## src/sel_pkg.sv

```systemverilog
/*
  sel_pkg: shared constants and carrier types for the sideband event-enable
  and link-configuration command handler.
  assumes: an upstream parser has already checked header, checksum and channel id.
*/
package sel_pkg;

  // command and response type codes
  localparam logic [7:0] CMD_EVENT_ENABLE = 8'h08;
  localparam logic [7:0] CMD_LINK_CONFIG = 8'h09;
  localparam logic [7:0] RSP_EVENT_ENABLE = 8'h88;
  localparam logic [7:0] RSP_LINK_CONFIG = 8'h89;

  // response and reason codes
  localparam logic [15:0] RESP_COMPLETED = 16'h0000;
  localparam logic [15:0] RESP_FAILED = 16'h0001;
  localparam logic [15:0] REASON_NONE = 16'h0000;
  localparam logic [15:0] REASON_PARAM_INVALID = 16'h0002;
  localparam logic [15:0] REASON_LINK_DRIVER = 16'h0001;
  localparam logic [15:0] REASON_LINK_MEDIA = 16'h0002;
  localparam logic [15:0] REASON_LINK_PARAM = 16'h0003;
  localparam logic [15:0] REASON_LINK_POWER = 16'h0004;
  localparam logic [15:0] REASON_LINK_SPEED = 16'h0005;
  localparam logic [15:0] REASON_LINK_PHY = 16'h0006;

  // event control word fields
  localparam int EVT_LINK_CHANGE_BIT = 0;
  localparam int EVT_CONFIG_REQ_BIT = 1;
  localparam int EVT_DRIVER_BIT = 2;
  localparam logic [31:0] EVT_KEEP_MASK = 32'hFFFF_0007;
  localparam int TAG_WIDTH = 8;

  // link settings word fields
  localparam int LNK_AUTONEG_BIT = 0;
  localparam int LNK_SPEED_LSB = 1;
  localparam int LNK_SPEED_WIDTH = 4;
  localparam int LNK_HALF_BIT = 8;
  localparam int LNK_FULL_BIT = 9;
  localparam int LNK_PAUSE_OFF_BIT = 10;
  localparam int LNK_ASYM_PAUSE_BIT = 11;
  localparam int LNK_OEM_VALID_BIT = 12;
  localparam logic [31:0] LNK_RESERVED_MASK = 32'hFFFF_E0E0;
  // speeds this channel can force: 10M, 100M, 1G (bit order 10M upward)
  localparam logic [3:0] LNK_SPEED_SUPPORT = 4'h7;
  localparam logic [1:0] LNK_DUPLEX_SUPPORT = 2'h3;

  // register byte offsets on the AXI4-Lite bus
  localparam logic [7:0] REG_EVT_ENABLE = 8'h00;
  localparam logic [7:0] REG_OWNER_TAG = 8'h04;
  localparam logic [7:0] REG_LINK_SETTINGS = 8'h08;
  localparam logic [7:0] REG_LINK_OEM = 8'h0C;
  localparam logic [7:0] REG_IRQ_STATUS = 8'h10;
  localparam logic [7:0] REG_IRQ_MASK = 8'h14;
  localparam logic [7:0] REG_CTRL = 8'h18;
  localparam logic [7:0] REG_LAST_RESP = 8'h1C;

  // interrupt status bits
  localparam int IRQ_EVT_DONE = 0;
  localparam int IRQ_LINK_DONE = 1;
  localparam int IRQ_LINK_FAIL = 2;
  localparam int IRQ_WIDTH = 3;

  // control register bits and reset values
  localparam int CTRL_ACCEPT_BIT = 0;
  localparam int CTRL_INIT_BIT = 1;
  localparam logic [IRQ_WIDTH-1:0] IRQ_MASK_RESET = 3'h0;
  localparam logic CTRL_ACCEPT_RESET = 1'b1;

  localparam logic [1:0] AXI_OKAY = 2'h0;
  localparam logic [1:0] AXI_SLVERR = 2'h2;

  // parsed command payload: word0 is bytes 16..19, word1 bytes 20..23
  typedef struct packed {
    logic [7:0] code;
    logic [31:0] word0;
    logic [31:0] word1;
  } sel_cmd_t;

  typedef struct packed {
    logic [7:0] rtype;
    logic [15:0] respCode;
    logic [15:0] reason;
  } sel_rsp_t;

  // link configuration handed to the phy programming logic
  typedef struct packed {
    logic autoNeg;
    logic [3:0] speeds;
    logic halfDuplex;
    logic fullDuplex;
    logic pauseEnable;
    logic asymPause;
    logic oemValid;
    logic [31:0] oemSettings;
  } sel_link_t;

endpackage

```

## src/sel_link_check.sv

```systemverilog
/*
  sel_link_check: combinational validation of a link settings word.
  assumes: caller registers the verdict; pure logic, no clock.
*/
`timescale 1ns/1ps
module sel_link_check (
  // settings word from bytes 16..19
  input wire logic [31:0] settings,
  // verdict
  output logic bad,
  output logic [15:0] reason
);

  // more than one bit set in a small field
  function automatic logic multiHot(input logic [3:0] v);
    multiHot = (v & (v - 4'h1)) != 4'h0;
  endfunction

  wire logic autoNeg = settings[sel_pkg::LNK_AUTONEG_BIT];
  wire logic [3:0] speeds = settings[sel_pkg::LNK_SPEED_LSB +: sel_pkg::LNK_SPEED_WIDTH];
  wire logic [1:0] duplex = {settings[sel_pkg::LNK_FULL_BIT], settings[sel_pkg::LNK_HALF_BIT]};
  wire logic rsvdSet = (settings & sel_pkg::LNK_RESERVED_MASK) != 32'h0000_0000;
  // forced speed must be exactly one supported speed
  wire logic speedBad = !autoNeg && (multiHot(speeds) || speeds == 4'h0 ||
                        (speeds & ~sel_pkg::LNK_SPEED_SUPPORT) != 4'h0);
  // forced duplex must be exactly one supported setting
  wire logic duplexBad = !autoNeg && (duplex == 2'h3 || duplex == 2'h0 ||
                         (duplex & ~sel_pkg::LNK_DUPLEX_SUPPORT) != 2'h0);

  // reserved bits, speed and duplex failures all give the same reason
  assign bad = rsvdSet || speedBad || duplexBad;
  assign reason = bad ? sel_pkg::REASON_PARAM_INVALID : sel_pkg::REASON_NONE;

endmodule // sel_link_check

```

## src/sel_cmd_handler.sv

```systemverilog
/*
  sel_cmd_handler: executes event-enable and link-configuration commands,
  keeps the enabled notification set and owner tag, emits link settings,
  answers each command with a response, and exposes state over AXI4-Lite.
  assumes: commands arrive pre-parsed and error free; one response at a time.
*/
//
// Overview of operation
// - accept event-enable command code 0x08 and switch each standard notice
// - store the command's owner tag and present it for every later notice
// - tag is low byte of bytes 16..19, control word is bytes 20..23
// - control bit 0 enables link change, bit 1 configuration required notices
// - bit 2 enables driver change notices; 3..15 reserved; 16..31 vendor controls
// - event-enable is answered with type 0x88, no specific reason codes
// - link-configuration code 0x09 drives the link to the requested settings
// - reply to link-configuration promptly, independent of link change completion
// - link settings in bytes 16..19, vendor settings in bytes 20..23
// - bit 0 autoneg, bits 1..4 speeds; several speeds only with autoneg
// - forced unsupported or multiple speeds give failed, parameter invalid
// - bits 8,9 duplex; forced bad or both set give failed, parameter invalid
// - bit 10 set disables pause; bit 11 set enables asymmetric pause
// - bit 12 validates vendor word, else ignored; bits 13..31 must be zero
// - link-configuration always answered with type 0x89
// - link conflicts may report reason codes 0x1 to 0x6
`timescale 1ns/1ps
module sel_cmd_handler (
  // clock and reset
  input wire logic sys_clk,
  input wire logic reset,
  // command stream from the packet parser
  input wire logic cmdValid,
  input wire sel_pkg::sel_cmd_t cmdData,
  output logic cmdReady,
  // response stream to the packet builder
  output logic rspValid,
  output sel_pkg::sel_rsp_t rspData,
  input wire logic rspReady,
  // notice generator side
  output logic [31:0] eventEnable,
  output logic [7:0] eventOwnerTag,
  // link programming side
  output logic linkApply,
  output sel_pkg::sel_link_t linkCfg,
  // axi4-lite write address and data
  input wire logic [7:0] s_axi_awaddr,
  input wire logic s_axi_awvalid,
  output logic s_axi_awready,
  input wire logic [31:0] s_axi_wdata,
  input wire logic [3:0] s_axi_wstrb,
  input wire logic s_axi_wvalid,
  output logic s_axi_wready,
  // axi4-lite write response
  output logic [1:0] s_axi_bresp,
  output logic s_axi_bvalid,
  input wire logic s_axi_bready,
  // axi4-lite read
  input wire logic [7:0] s_axi_araddr,
  input wire logic s_axi_arvalid,
  output logic s_axi_arready,
  output logic [31:0] s_axi_rdata,
  output logic [1:0] s_axi_rresp,
  output logic s_axi_rvalid,
  input wire logic s_axi_rready,
  // interrupt
  output logic irq
);

  typedef enum logic [0:0] {ST_IDLE, ST_RESP} sel_state_t;

  sel_state_t state_q, state_d;
  logic cmdReady_q;
  sel_pkg::sel_rsp_t rsp_q, rsp_d;
  logic [31:0] evtEnable_q, evtEnable_d;
  logic [7:0] ownerTag_q, ownerTag_d;
  logic linkApply_q;
  sel_pkg::sel_link_t linkCfg_q, linkCfg_d;
  logic [31:0] linkRaw_q;
  logic [2:0] irqStatus_q, irqMask_q;
  logic accept_q;
  logic irq_q;
  logic awHeld_q, wHeld_q, bvalid_q;
  logic [7:0] awAddr_q;
  logic [31:0] wData_q;
  logic [3:0] wStrb_q;
  logic [1:0] bresp_q;
  logic arready_q, rvalid_q;
  logic [31:0] rdata_q;
  logic [1:0] rresp_q;

  // byte-lane merge used for every writable register
  function automatic logic [31:0] laneMerge(input logic [31:0] old, input logic [31:0] nw,
                                            input logic [3:0] strb);
    logic [31:0] r;
    r = old;
    for (int i = 0; i < 4; i++) begin
      if (strb[i]) begin
        r[i*8 +: 8] = nw[i*8 +: 8];
      end
    end
    laneMerge = r;
  endfunction

  // register write decode: fires once both address and data are held
  wire logic regWrite = awHeld_q && wHeld_q && !bvalid_q;
  wire logic [31:0] wMerged = laneMerge(32'h0000_0000, wData_q, wStrb_q);
  wire logic wrStatus = regWrite && awAddr_q == sel_pkg::REG_IRQ_STATUS;
  wire logic wrMask = regWrite && awAddr_q == sel_pkg::REG_IRQ_MASK;
  wire logic wrCtrl = regWrite && awAddr_q == sel_pkg::REG_CTRL;
  wire logic wrMapped = wrStatus || wrMask || wrCtrl;
  // software clear of the event set and owner tag; self-clearing strobe
  wire logic initReq = wrCtrl && wMerged[sel_pkg::CTRL_INIT_BIT];

  // command handshake and decode
  wire logic cmdTake = cmdValid && cmdReady_q;
  wire logic isEvt = cmdTake && cmdData.code == sel_pkg::CMD_EVENT_ENABLE;
  wire logic isLink = cmdTake && cmdData.code == sel_pkg::CMD_LINK_CONFIG;
  wire logic rspTaken = (state_q == ST_RESP) && rspReady;
  logic linkBad;
  logic [15:0] linkReason;

  sel_link_check u_link_check (
    .settings(cmdData.word0),
    .bad(linkBad),
    .reason(linkReason)
  );

  // next state of the command engine
  always_comb begin
    state_d = state_q;
    rsp_d = rsp_q;
    case (state_q)
      ST_IDLE: begin
        if (isEvt) begin
          state_d = ST_RESP;
          rsp_d = '{sel_pkg::RSP_EVENT_ENABLE, sel_pkg::RESP_COMPLETED, sel_pkg::REASON_NONE};
        end else if (isLink) begin
          state_d = ST_RESP;
          // always answered, failed or not
          rsp_d.rtype = sel_pkg::RSP_LINK_CONFIG;
          rsp_d.respCode = linkBad ? sel_pkg::RESP_FAILED : sel_pkg::RESP_COMPLETED;
          rsp_d.reason = linkReason;
        end
      end
      ST_RESP: begin
        if (rspTaken) begin
          state_d = ST_IDLE;
        end
      end
      default: begin
        state_d = ST_IDLE;
      end
    endcase
  end

  // notification set and owner tag; reserved event bits are dropped
  always_comb begin
    evtEnable_d = evtEnable_q;
    ownerTag_d = ownerTag_q;
    if (initReq) begin
      evtEnable_d = 32'h0000_0000;
      ownerTag_d = 8'h00;
    end else if (isEvt && state_q == ST_IDLE) begin
      evtEnable_d = cmdData.word1 & sel_pkg::EVT_KEEP_MASK;
      ownerTag_d = cmdData.word0[sel_pkg::TAG_WIDTH-1:0];
    end
  end

  // link settings decoded from the two command words
  always_comb begin
    linkCfg_d = linkCfg_q;
    if (isLink && !linkBad && state_q == ST_IDLE) begin
      linkCfg_d.autoNeg = cmdData.word0[sel_pkg::LNK_AUTONEG_BIT];
      linkCfg_d.speeds = cmdData.word0[sel_pkg::LNK_SPEED_LSB +: sel_pkg::LNK_SPEED_WIDTH];
      linkCfg_d.halfDuplex = cmdData.word0[sel_pkg::LNK_HALF_BIT];
      linkCfg_d.fullDuplex = cmdData.word0[sel_pkg::LNK_FULL_BIT];
      linkCfg_d.pauseEnable = !cmdData.word0[sel_pkg::LNK_PAUSE_OFF_BIT];
      linkCfg_d.asymPause = cmdData.word0[sel_pkg::LNK_ASYM_PAUSE_BIT];
      linkCfg_d.oemValid = cmdData.word0[sel_pkg::LNK_OEM_VALID_BIT];
      // vendor word kept only when flagged valid, otherwise the old one stays
      if (cmdData.word0[sel_pkg::LNK_OEM_VALID_BIT]) begin
        linkCfg_d.oemSettings = cmdData.word1;
      end
    end
  end

  // command engine registers
  always_ff @(posedge sys_clk or posedge reset) begin
    if (reset) begin
      state_q <= ST_IDLE;
      rsp_q <= '0;
      cmdReady_q <= 1'b0;
    end else begin
      state_q <= state_d;
      rsp_q <= rsp_d;
      // ready only while idle and not about to leave idle
      cmdReady_q <= accept_q && state_d == ST_IDLE && !cmdTake;
    end
  end

  // configuration registers and apply strobe
  always_ff @(posedge sys_clk or posedge reset) begin
    if (reset) begin
      evtEnable_q <= 32'h0000_0000;
      ownerTag_q <= 8'h00;
      linkCfg_q <= '0;
      linkRaw_q <= 32'h0000_0000;
      linkApply_q <= 1'b0;
    end else begin
      evtEnable_q <= evtEnable_d;
      ownerTag_q <= ownerTag_d;
      linkCfg_q <= linkCfg_d;
      // the apply pulse goes out with the response; phy work may finish much later
      linkApply_q <= isLink && !linkBad && state_q == ST_IDLE;
      if (isLink && !linkBad && state_q == ST_IDLE) begin
        linkRaw_q <= cmdData.word0;
      end
    end
  end

  // interrupt status: hardware set wins over a write-one clear
  wire logic [2:0] irqSet = {isLink && linkBad, isLink, isEvt};
  wire logic [2:0] irqClr = wrStatus ? wMerged[2:0] : 3'h0;

  always_ff @(posedge sys_clk or posedge reset) begin
    if (reset) begin
      irqStatus_q <= 3'h0;
      irqMask_q <= sel_pkg::IRQ_MASK_RESET;
      accept_q <= sel_pkg::CTRL_ACCEPT_RESET;
      irq_q <= 1'b0;
    end else begin
      irqStatus_q <= (irqStatus_q & ~irqClr) | irqSet;
      irq_q <= (((irqStatus_q & ~irqClr) | irqSet) & irqMask_q) != 3'h0;
      if (wrMask) begin
        irqMask_q <= wMerged[2:0];
      end
      if (wrCtrl) begin
        accept_q <= wMerged[sel_pkg::CTRL_ACCEPT_BIT];
      end
    end
  end

  // write channel: address and data held independently, response after both
  always_ff @(posedge sys_clk or posedge reset) begin
    if (reset) begin
      awHeld_q <= 1'b0;
      wHeld_q <= 1'b0;
      bvalid_q <= 1'b0;
      awAddr_q <= 8'h00;
      wData_q <= 32'h0000_0000;
      wStrb_q <= 4'h0;
      bresp_q <= sel_pkg::AXI_OKAY;
    end else begin
      if (s_axi_awvalid && !awHeld_q) begin
        awHeld_q <= 1'b1;
        awAddr_q <= {s_axi_awaddr[7:2], 2'b00};
      end
      if (s_axi_wvalid && !wHeld_q) begin
        wHeld_q <= 1'b1;
        wData_q <= s_axi_wdata;
        wStrb_q <= s_axi_wstrb;
      end
      if (regWrite) begin
        bvalid_q <= 1'b1;
        bresp_q <= wrMapped ? sel_pkg::AXI_OKAY : sel_pkg::AXI_SLVERR;
      end else if (bvalid_q && s_axi_bready) begin
        bvalid_q <= 1'b0;
        awHeld_q <= 1'b0;
        wHeld_q <= 1'b0;
      end
    end
  end

  // read decode; unmapped offsets answer zero with an error
  wire logic [7:0] rAddr = {s_axi_araddr[7:2], 2'b00};
  logic [31:0] rMux;
  logic rHit;

  always_comb begin
    rMux = 32'h0000_0000;
    rHit = 1'b1;
    case (rAddr)
      sel_pkg::REG_EVT_ENABLE: rMux = evtEnable_q;
      sel_pkg::REG_OWNER_TAG: rMux = {24'h00_0000, ownerTag_q};
      sel_pkg::REG_LINK_SETTINGS: rMux = linkRaw_q;
      sel_pkg::REG_LINK_OEM: rMux = linkCfg_q.oemSettings;
      sel_pkg::REG_IRQ_STATUS: rMux = {29'h0000_0000, irqStatus_q};
      sel_pkg::REG_IRQ_MASK: rMux = {29'h0000_0000, irqMask_q};
      sel_pkg::REG_CTRL: rMux = {31'h0000_0000, accept_q};
      sel_pkg::REG_LAST_RESP: rMux = {rsp_q.respCode, rsp_q.reason};
      default: rHit = 1'b0;
    endcase
  end

  // read channel: one outstanding read, answered the cycle after address
  always_ff @(posedge sys_clk or posedge reset) begin
    if (reset) begin
      arready_q <= 1'b0;
      rvalid_q <= 1'b0;
      rdata_q <= 32'h0000_0000;
      rresp_q <= sel_pkg::AXI_OKAY;
    end else begin
      if (s_axi_arvalid && arready_q) begin
        arready_q <= 1'b0;
        rvalid_q <= 1'b1;
        rdata_q <= rMux;
        rresp_q <= rHit ? sel_pkg::AXI_OKAY : sel_pkg::AXI_SLVERR;
      end else if (rvalid_q && s_axi_rready) begin
        rvalid_q <= 1'b0;
        arready_q <= 1'b1;
      end else if (!rvalid_q) begin
        arready_q <= 1'b1;
      end
    end
  end

  // outputs, all from flops
  assign cmdReady = cmdReady_q;
  assign rspValid = state_q == ST_RESP;
  assign rspData = rsp_q;
  assign eventEnable = evtEnable_q;
  assign eventOwnerTag = ownerTag_q;
  assign linkApply = linkApply_q;
  assign linkCfg = linkCfg_q;
  assign s_axi_awready = !awHeld_q;
  assign s_axi_wready = !wHeld_q;
  assign s_axi_bvalid = bvalid_q;
  assign s_axi_bresp = bresp_q;
  assign s_axi_arready = arready_q;
  assign s_axi_rvalid = rvalid_q;
  assign s_axi_rdata = rdata_q;
  assign s_axi_rresp = rresp_q;
  assign irq = irq_q;

endmodule // sel_cmd_handler

```

## config.mk

```make
export PLATFORM = sky130hd
export DESIGN_NAME = sel_cmd_handler
export DESIGN_NICKNAME = d
export VERILOG_FILES = /design/src/sel_pkg.sv /design/src/sel_link_check.sv /design/src/sel_cmd_handler.sv
export SDC_FILE = /design/constraint.sdc
export NUM_CORES = 1
export LEC_CHECK = 0
export ABC_CLOCK_PERIOD_IN_PS = 6300
export BUFFER_PORTS_ARGS = -buffer_cell sky130_fd_sc_hd__buf_4
export CAP_MARGIN = 20
export CORE_MARGIN = 2
export CORE_UTILIZATION = 52
export CTS_BUF_LIST = sky130_fd_sc_hd__clkbuf_4 sky130_fd_sc_hd__clkbuf_8
export DETAILED_ROUTE_END_ITERATION = 8
export PLACE_DENSITY = 0.83
export SYNTH_ARGS = -nofsm -noshare
export SYNTH_HDL_FRONTEND = slang
export SYNTH_HIERARCHICAL = 1
export SYNTH_SLANG_ARGS = --single-unit
```

## constraint.sdc

```tcl
create_clock -name sys_clk -period 6.3 [get_ports sys_clk]
set_input_delay 1.26 -clock sys_clk [delete_from_list [all_inputs] [get_ports sys_clk]]
set_output_delay 1.26 -clock sys_clk [all_outputs]
set_load 0.02 [all_outputs]
```

; Word level (Yosys, flattened, before mapping)
; Cells that the tools add are included.
[op_classes]
reduce_logical = 50
bitwise_logic = 7
n_addsub = 1
eq_ne = 14
n_mux = 31
[ops]
columns = op, n
row1 = case mux 32 bit (8 select lines), 1
row2 = 2-to-1 mux 40 bit, 2
row3 = 2-to-1 mux 32 bit, 2
row4 = "equality test 6 x 3 -> 1 bit, second input constant", 7
row5 = nonzero test 32 bit, 1
row6 = logical AND 1 bit, 23
row7 = 2-to-1 mux 1 bit, 18
row8 = "equality test 8 x 4 -> 1 bit, second input constant", 2
row9 = 2-to-1 mux 8 bit, 2
row10 = "equality test 6 x 2 -> 1 bit, second input constant", 2
row11 = zero test 8 bit, 1
row12 = nonzero test 2 bit, 4
row13 = OR reduction 8 bit, 1
row14 = zero test 1 bit, 7
row15 = logical OR 1 bit, 7
row16 = AND 3 bit, 2
row17 = "equality test 6 x 1 -> 1 bit, second input constant", 1
row18 = 2-to-1 mux 2 bit, 3
row19 = 2-to-1 mux 3 bit, 2
row20 = AND 4 bit, 1
row21 = zero test 4 bit, 1
row22 = AND reduction 2 bit, 2
row23 = nonzero test 4 bit, 1
row24 = "subtractor 4 x 1 -> 4 bit, second input constant", 1
row25 = other kinds (8), 9
[word_totals]
word_cells = 135
input_bits = 133
regBits = 216

; Logic depth before layout (Yosys ltp)
; Gate-level depths: netlist of the first run.
[depth]
ltp_word = 12
ltp_mapped = 8
ltp_nobuf = 6

; Cells and area by module
; The synthesis of the first run kept the hierarchy.
[by_module_without_submodules]
columns = module, n_inst, area_each_um2, cells_per_inst
row1 = sel_cmd_handler, 1, 7953.9, 685
row2 = sel_link_check, 1, 234.0, 31

; Worst setup path before layout of the first run
; Ideal clock, no wire load.
[synth_timing]
kind = input to register
start = input port cmdData[65] (netlist bit)
end = register linkCfg_q, in the netlist linkCfg[10]
required_time_ps = 6175
setup_slack_ps = 2961
arrival_ps = 3214
stages = 6
path_cell_list = or4_4 -> or4_4 -> or3_1 -> buf_6 -> buf_12 -> mux2_4
[synth_between]
elab_chain_cells = 5
[synth_rtl]
columns = element, line
row1 = "start, declared", sel_cmd_handler.sv:32  ; input wire sel_pkg::sel_cmd_t cmdData,
row2 = equality test 8 x 4 -> 1 bit, sel_cmd_handler.sv:116  ; wire logic isLink = cmdTake && cmdData.code == sel_pkg::CMD_LINK_CONFIG;
row3 = logical AND 1 bit, sel_cmd_handler.sv:116
row4 = logical AND 1 bit (2 in series), sel_cmd_handler.sv:171  ; if (isLink && !linkBad && state_q == ST_IDLE) begin
row5 = AND reduction 2 bit (no line), n/a
row6 = "end signal, assigned", sel_cmd_handler.sv:211  ; linkCfg_q <= linkCfg_d;
row7 = "end, declared", sel_cmd_handler.sv:76  ; sel_pkg::sel_link_t linkCfg_q, linkCfg_d;
; No other way between the ends.
; A chain may end at the register's enable or synchronous reset.

; Worst setup path after layout of the first run
[layout_timing]
start = input port cmdData[65] (netlist bit)
end = register linkCfg_q, in the netlist linkCfg[16]
; Same word-level chain as after synthesis.

==> results of run 1 <==
==> metal layers <==
metal	vias to the layer above	GRT usage, %	routed length [um]	part of all wire (%)
li1	2791	-	-	-
met1	3055	34.04	9053	41
met2	259	43.93	10840	49
met3	31	5.656	1660	7.6
met4	0	9.108	432	2.0
met5	-	0	0	0
==> critical path: cells and delay by family <==
family | cells | cell delay, ps
buffers and inverters | 2 | 500
multiplexers | 1 | 340
AND/OR/NAND/NOR | 3 | 2180
==> power breakdown <==
group / internal (mW) / switching [mW]
combinational: 0.168 / 0.216
sequential: 1.18 / 0.0644
clock: 0.440 / 0.401
==> cell type report <==
class / count / area [sq um]
Timing Repair Buffer: 238 / 1787
Inverter: 10 / 42.54
Sequential cell: 171 / 4280
Clock buffer: 23 / 297.8
Tap cell: 211 / 264.0
Clock inverter: 9 / 136.4
Fill cell: 1201 / 5167
Multi-Input combinational cell: 479 / 3339
==> cells by family after synthesis <==
family          count (synthesis)  share of synthesized area (%)
simple gates                  175                          10.02
other cells                     2                        0.09172
xor+xnor                        1                         0.1070
compound gates                137                          9.841
buf+inv                       114                          9.306
mux                           116                          18.35
flops                         171                          52.28
==> layout by cell type (no fill, tap or decap), drive strengths merged, types with 2 or more instances in the layout <==
cell | netlist | final
mux2i | 32 | 32
mux2 | 82 | 82
nor4 | 6 | 6
nand2b | 3 | 3
nand3b | 2 | 2
mux4 | 2 | 2
and4 | 3 | 3
bufinv | 0 | 3
nand3 | 3 | 3
clkinv | 1 | 4
nor4b | 2 | 2
buf | 77 | 238
nor2b | 4 | 4
or3 | 4 | 4
a21oi | 48 | 48
inv | 9 | 10
o2bb2ai | 2 | 2
dfrtp | 170 | 170
and2 | 4 | 4
nor2 | 47 | 47
nand2 | 85 | 85
or4 | 2 | 2
conb | 2 | 50
clkbuf | 27 | 23
o21ai | 61 | 61
nand4 | 2 | 2
or4b | 2 | 2
a22o | 2 | 2
a222oi | 13 | 13
clkinvlp | 0 | 2
nor3 | 2 | 2
==> Yosys cell counts (4+ instances only) <==
master                     instances  share of area, %
sky130_fd_sc_hd__a222oi_1         13               1.6
sky130_fd_sc_hd__clkbuf_1         27               1.2
sky130_fd_sc_hd__buf_1             4              0.18
sky130_fd_sc_hd__buf_4            61               5.6
sky130_fd_sc_hd__mux2_2           25               3.4
sky130_fd_sc_hd__mux2_4           57                10
sky130_fd_sc_hd__a21oi_1          48               2.9
sky130_fd_sc_hd__nor2b_1           4              0.31
sky130_fd_sc_hd__nand2_1          85               3.9
sky130_fd_sc_hd__nor2_1           47               2.2
sky130_fd_sc_hd__inv_1             9              0.41
sky130_fd_sc_hd__or3_1             4              0.31
sky130_fd_sc_hd__nor4_2            4              0.61
sky130_fd_sc_hd__o21ai_0          61               3.7
sky130_fd_sc_hd__buf_6             4              0.55
sky130_fd_sc_hd__dfrtp_1         170                52
sky130_fd_sc_hd__mux2i_1          32               3.9
==> registers in the layout, indices dropped and copies added, names as in the netlist, 6 cells and up <==
signal / count
eventOwnerTag: 8
linkCfg: 36
s_axi_rdata: 32
awAddr_q: 6
linkRaw_q: 29
eventEnable: 19
rspData: 19
==> path summary, 6_finish.rpt <==
path / startpoint / end / slack [ps] / cells after the start
setup / recovery: cmdData[65] / linkCfg[16] / 2330 / 6
hold reg to reg: s_axi_rdata[6] / s_axi_rdata[6] / 490 / 2
max in group asynchronous: reset / rspData[12] / 4170 / 3
min in group asynchronous: reset / linkCfg[22] / 1010 / 2
hold / removal: s_axi_rdata[6] / s_axi_rdata[6] / 490 / 2
setup reg to reg: cmdReady / linkCfg[16] / 3300 / 5
==> insert_results.sql, run 1 <==
INSERT INTO impl_metrics (metric_group, metric, value, unit) VALUES
('run_status', 'run_status', 'finished clean', ''),
('floorplanning', 'fp.dieW', '129.5', 'um'),
('clocking', 'number_of_post_cts_setup_repair_buffers', '0', ''),
('clocking', 'cts-root-to-sink-buffers', '2', ''),
('cells_and_area', 'syn2layout_area_growth', '23.93', '%'),
('routing', 'drt_pre_antenna_iters', '7', ''),
('grt', 'antenna_found_initial', '0', ''),
('clocking', 'cts_tree', 'yes', ''),
('placement', 'detailedPlacementHpwl', '15.02', 'mm'),
('synth', 'synth_top_flop_cell', 'sky130_fd_sc_hd__dfrtp_1', ''),
('cells_and_area', 'layout.cell_area.non_filler', '0.01015', 'sq mm'),
('floorplanning', 'die_area', '0.01677', 'sq mm'),
('synth', 'yosys_register_bits', '171', ''),
('worst_setup_path', 'endpoint_kind', 'flop', ''),
('clocking', 'cts.sink_count', '171', ''),
('placement', 'numPlacedInstances', '1109', ''),
('cells_and_area', 'fin_cells', '1141', ''),
('pwr', 'power.density_cell_area', '243.1', 'mW/mm^2'),
('synth', 'ys.warnings.count', '6', ''),
('grt', 'globalRouteOverflowTotal', '0', ''),
('pwr', 'total_power', '2.467', 'mW'),
('timing', 'max_freq', '252.0', 'MHz'),
('run', 'maxCapViolCount', '0', ''),
('placement', 'dp_worst_setup_slack', '1858', 'ps'),
('synth', 'ys_async_sr_fraction', '100.0', '%'),
('clocking', 'hold_buffers', '0', ''),
('clocking', 'clkSlewWorstSetupHoldPaths', '80', 'ps'),
('floorplanning', 'ios', '300', ''),
('synth', 'synth_cell_type_count', '54', ''),
('grt', 'grt_pass1_vias', '6075', ''),
('clocking', 'cts-buffers-inserted', '17', ''),
('synth', 'summed_instance_area_of_the_synthesized_netlist', '0.008188', 'sq mm'),
('placement', 'dpl_cell_area', '0.009713', 'sq mm'),
('cells_and_area', 'design.final.nets', '1050', ''),
('timing', 'layout_min_cycle_time', '3968', 'ps'),
('cells_and_area', 'utilization', '66.26', '%'),
('cells_and_area', 'post_route_cells_drive_above_1_share', '39.78', '%'),
('synth', 'synth-edff-count', '0', ''),
('timing', 'worst_slew_pin_slew', '1071', 'ps'),
('clocking', 'h-tree-depth', '4', ''),
('worst_setup_path', 'worst-endpoint-arrival', '4300', 'ps'),
('synth', 'syn_area_per_cell', '11.44', 'sq um'),
('routing', 'route.vias.total', '6136', ''),
('routing', 'routed_via_count_divided_by_cell_count', '5.378', ''),
('timing', 'timing.final.setup_violations', '0', ''),
('routing', 'initialDrtViolationCount', '434', ''),
('timing', 'report.final.slew_viol_count', '0', ''),
('routing', 'drc', '0', ''),
('synth', 'syn_inst', '716', ''),
('floorplanning', 'floorplan.core_area', '0.01531', 'sq mm'),
('floorplanning', 'die_y', '129.5', 'um'),
('worst_setup_path', 'cp_max_fo', '56', ''),
('worst_setup_path', 'timing.critical_path.slowest_stage_cell', 'sky130_fd_sc_hd__or3_2', ''),
('grt', 'pin_count_of_the_biggest_net_entering_global_routing', '98', ''),
('timing', 'final_min_period_over_clock_period', '62.98', '%'),
('timing', 'fin_ws', '2332', 'ps'),
('worst_setup_path', 'critical-path-max-stage-delay', '840', 'ps'),
('floorplanning', 'starting_density_of_the_core', '53.46', '%'),
('placement', 'place.port_buffers', '228', ''),
('worst_setup_path', 'crit_path_cell_trace', 'buf_4 > or4_4 > or4_4 > or3_2 > buf_4 > mux2_4', ''),
('timing', 'hold_slack', '487.4', 'ps'),
('routing', 'route.detailed.wl_per_inst', '19.27', 'um'),
('timing', 'worst_case_clock_skew', '12.03', 'ps'),
('routing', 'wl', '21.98', 'mm'),
('worst_setup_path', 'critPathKind', 'input port to flop', ''),
('worst_hold_path', 'holdCritPathClass', 'flop to flop', ''),
('synth', 'seq_area_frac_synth', '52.28', '%'),
('timing', 'timing.slew.headroom', '28.41', '%'),
('timing', 'rsz0062_at_grt', 'false', ''),
('worst_setup_path', 'worst_ep_required_time', '6630', 'ps'),
('grt', 'grt_first_pass_wirelength', '33.27', 'mm'),
('timing', 'final.setup.tns', '0', 'ps'),
('routing', 'postRouteAntennaNets', '0', ''),
('pwr', 'total_leakage_power', '5.244', 'nW'),
('cells_and_area', 'insertedDiodeCount', '0', ''),
('timing', 'final-hold-violation-count', '0', ''),
('clocking', 'cts_root_buf', 'sky130_fd_sc_hd__clkbuf_8', ''),
('clocking', 'insertion_delay', '450', 'ps'),
('floorplanning', 'placement_rows', '45', ''),
('worst_setup_path', 'worst_setup_path_start_kind', 'input port', ''),
('grt', 'grt_util_all_layers', '26.23', '%'),
('clocking', 'post_cts_resize_count', '0', ''),
('pwr', 'vdd_ir_drop_max', '202.1', 'uV'),
('placement', 'globalplace.congestion', '0.8494', '');
(Power assumes the default switching activity.)
==> run 2, diff against run 1 <==
--- a/config.mk
+++ b/config.mk
@@ -5,7 +5,7 @@
 export SDC_FILE = /design/constraint.sdc
 export NUM_CORES = 1
 export LEC_CHECK = 0
-export ABC_CLOCK_PERIOD_IN_PS = 6300
+export ABC_CLOCK_PERIOD_IN_PS = 3700
 export BUFFER_PORTS_ARGS = -buffer_cell sky130_fd_sc_hd__buf_4
 export CAP_MARGIN = 20
 export CORE_MARGIN = 2
==> constraint.sdc (replaced) <==
create_clock -name sys_clk -period 3.7 [get_ports sys_clk]
set_input_delay 0.74 -clock sys_clk [delete_from_list [all_inputs] [get_ports sys_clk]]
set_output_delay 0.74 -clock sys_clk [all_outputs]
set_load 0.02 [all_outputs]
==> insert_results.sql, run 2 (synthesized netlist as in run 1, its figures left out) <==
INSERT INTO impl_metrics (metric_group, metric, value, unit) VALUES
('clocking', 'cts_root_buf', 'sky130_fd_sc_hd__clkbuf_8', ''),
('timing', 'final.setup.tns', '0', 'ps'),
('pwr', 'power.net_switching', '1.153', 'mW'),
('pwr', 'power_report.internal_total', '3.022', 'mW'),
('floorplanning', 'floorplan.core_area', '0.01531', 'sq mm'),
('worst_setup_path', 'endpoint_kind', 'flop', ''),
('pwr', 'clockPowerShare', '33.3', '%'),
('clocking', 'h-tree-depth', '4', ''),
('placement', 'place.port_buffers', '228', ''),
('grt', 'grt_pass1_vias', '6112', ''),
('pwr', 'vdd_ir_drop_max', '423.9', 'uV'),
('floorplanning', 'fp.dieW', '129.5', 'um'),
('grt', 'pin_count_of_the_biggest_net_entering_global_routing', '45', ''),
('worst_setup_path', 'worst_ep_required_time', '4040', 'ps'),
('routing', 'initialDrtViolationCount', '418', ''),
('floorplanning', 'die_y', '129.5', 'um'),
('pwr', 'power.density_cell_area', '407.5', 'mW/mm^2'),
('clocking', 'cts_tree', 'yes', ''),
('timing', 'report.final.slew_viol_count', '0', ''),
('floorplanning', 'die_area', '0.01677', 'sq mm'),
('run', 'maxCapViolCount', '0', ''),
('cells_and_area', 'mostFrequentLayoutCell', 'sky130_fd_sc_hd__buf_4', ''),
('timing', 'final_min_period_over_clock_period', '79.84', '%'),
('cells_and_area', 'syn2layout_area_growth', '25.14', '%'),
('worst_hold_path', 'holdCritPathClass', 'input port to flop', ''),
('routing', 'postRouteAntennaNets', '0', ''),
('worst_setup_path', 'worst-endpoint-arrival', '3290', 'ps'),
('routing', 'wl', '21.87', 'mm'),
('floorplanning', 'ios', '300', ''),
('worst_setup_path', 'worst_setup_path_start_kind', 'input port', ''),
('grt', 'grt_util_all_layers', '26.49', '%'),
('routing', 'route.vias.total', '6236', ''),
('cells_and_area', 'largest_reg_flops', '36', ''),
('timing', 'rsz0062_at_grt', 'false', ''),
('timing', 'timing.final.setup_violations', '0', ''),
('cells_and_area', 'design.final.nets', '1058', ''),
('pwr', 'total_leakage_power', '5.298', 'nW'),
('pwr', 'power_switching_share', '27.62', '%'),
('clocking', 'post_cts_resize_count', '0', ''),
('routing', 'route.detailed.wl_per_inst', '19.04', 'um'),
('placement', 'globalplace.congestion', '0.8495', ''),
('worst_setup_path', 'critPathKind', 'input port to flop', ''),
('placement', 'detailedPlacementHpwl', '15.58', 'mm'),
('timing', 'worst_case_clock_skew', '19.04', 'ps'),
('clocking', 'hold_buffers', '0', ''),
('routing', 'drc', '0', ''),
('clocking', 'insertion_delay', '460', 'ps'),
('grt', 'grt_first_pass_wirelength', '33.52', 'mm'),
('timing', 'final-hold-violation-count', '0', ''),
('routing', 'drt_pre_antenna_iters', '8', ''),
('clocking', 'number_of_post_cts_setup_repair_buffers', '0', ''),
('placement', 'numPlacedInstances', '1116', ''),
('grt', 'globalRouteOverflowTotal', '0', ''),
('timing', 'worst_slew_pin_slew', '968.8', 'ps'),
('pwr', 'pwr-share-seq', '50.7', '%'),
('timing', 'timing.slew.headroom', '35.28', '%'),
('clocking', 'clkSlewWorstSetupHoldPaths', '80', 'ps'),
('clocking', 'cts-buffers-inserted', '17', ''),
('floorplanning', 'placement_rows', '45', ''),
('worst_setup_path', 'cp_max_fo', '19', ''),
('cells_and_area', 'post_route_cells_drive_above_1_share', '40.30', '%'),
('cells_and_area', 'fin_cells', '1149', ''),
('clocking', 'cts.sink_count', '171', ''),
('routing', 'routed_via_count_divided_by_cell_count', '5.427', ''),
('run_status', 'run_status', 'finished clean', ''),
('grt', 'antenna_found_initial', '0', ''),
('floorplanning', 'starting_density_of_the_core', '53.46', '%'),
('clocking', 'cts-root-to-sink-buffers', '2', ''),
('cells_and_area', 'most-common-layout-cells', 'sky130_fd_sc_hd__buf_4, sky130_fd_sc_hd__dfrtp_1, sky130_fd_sc_hd__nand2_1', ''),
('timing', 'layout_min_cycle_time', '2954', 'ps'),
('pwr', 'power_frac_comb', '16.0', '%'),
('timing', 'max_freq', '338.5', 'MHz'),
('cells_and_area', 'insertedDiodeCount', '0', '');
[run 2: changes by cell type in the layout (fill, tap and decap cells not counted), sizes merged]
cell,change
buf,+8
clkbuf,-1
clkinv,+1
[run 2: cell type report]
cell class	count	area (sq um)
Sequential cell	171	4280
Clock inverter	10	138.9
Fill cell	1209	5069
Clock buffer	22	277.8
Tap cell	211	264.0
Inverter	10	41.29
Multi-Input combinational cell	479	3339
Timing Repair Buffer	246	1904
[run 2: worst max-delay path: stages]
cell,delay (ps)
sky130_fd_sc_hd__buf_4,120
sky130_fd_sc_hd__nor4_1,470
sky130_fd_sc_hd__nand2_1,200
sky130_fd_sc_hd__or3_1,440
sky130_fd_sc_hd__nand2b_1,240
sky130_fd_sc_hd__or3_2,460
sky130_fd_sc_hd__buf_4,280
sky130_fd_sc_hd__mux2_4,340
[run 2: final timing paths]
path | from | to | slack [ps] | cells after the start
max in group asynchronous | reset | accept_q | 2420 | 3
hold / removal | s_axi_bready | wHeld_q | 470 | 2
min in group asynchronous | reset | linkCfg[22] | 490 | 2
setup / recovery | cmdData[53] | linkCfg[14] | 750 | 8
hold reg to reg | s_axi_rdata[17] | s_axi_rdata[17] | 480 | 2
setup reg to reg | awAddr_q[5] | irq | 1210 | 4
[run 2: stage by stage]
stage,util [%],power (mW),hold slack (ps),instance area [sq um],setup WS (ps)
2_1_floorplan,-,2.546,463.0,8372,778.1
3_3_place_gp,64.00,2.789,463.0,9802,428.3
3_5_place_dp,64.00,2.811,472.0,9802,363.2
4_1_cts,66.72,4.191,442.8,10220,845.5
5_1_grt,66.90,4.343,453.0,10250,785.9
6_report,66.90,4.175,469.1,10250,745.8
[run 2: layer usage]
metal	global-route usage [%]	up-vias	share of wire, %
li1	-	2816	-
met1	35.15	3126	43
met2	43.72	261	49
met3	5.904	33	6.2
met4	8.476	0	2.1
met5	0	-	0
[run 2: power groups by stage]
stage / Combinational [mW] / Clock, mW / Sequential, mW
final: 0.667 / 1.39 / 2.12
after CTS: 0.664 / 1.41 / 2.12
after global routing: 0.720 / 1.49 / 2.13
after global placement: 0.646 / 0 / 2.14
after floorplan: 0.367 / 0 / 2.18
after detailed placement: 0.661 / 0 / 2.15
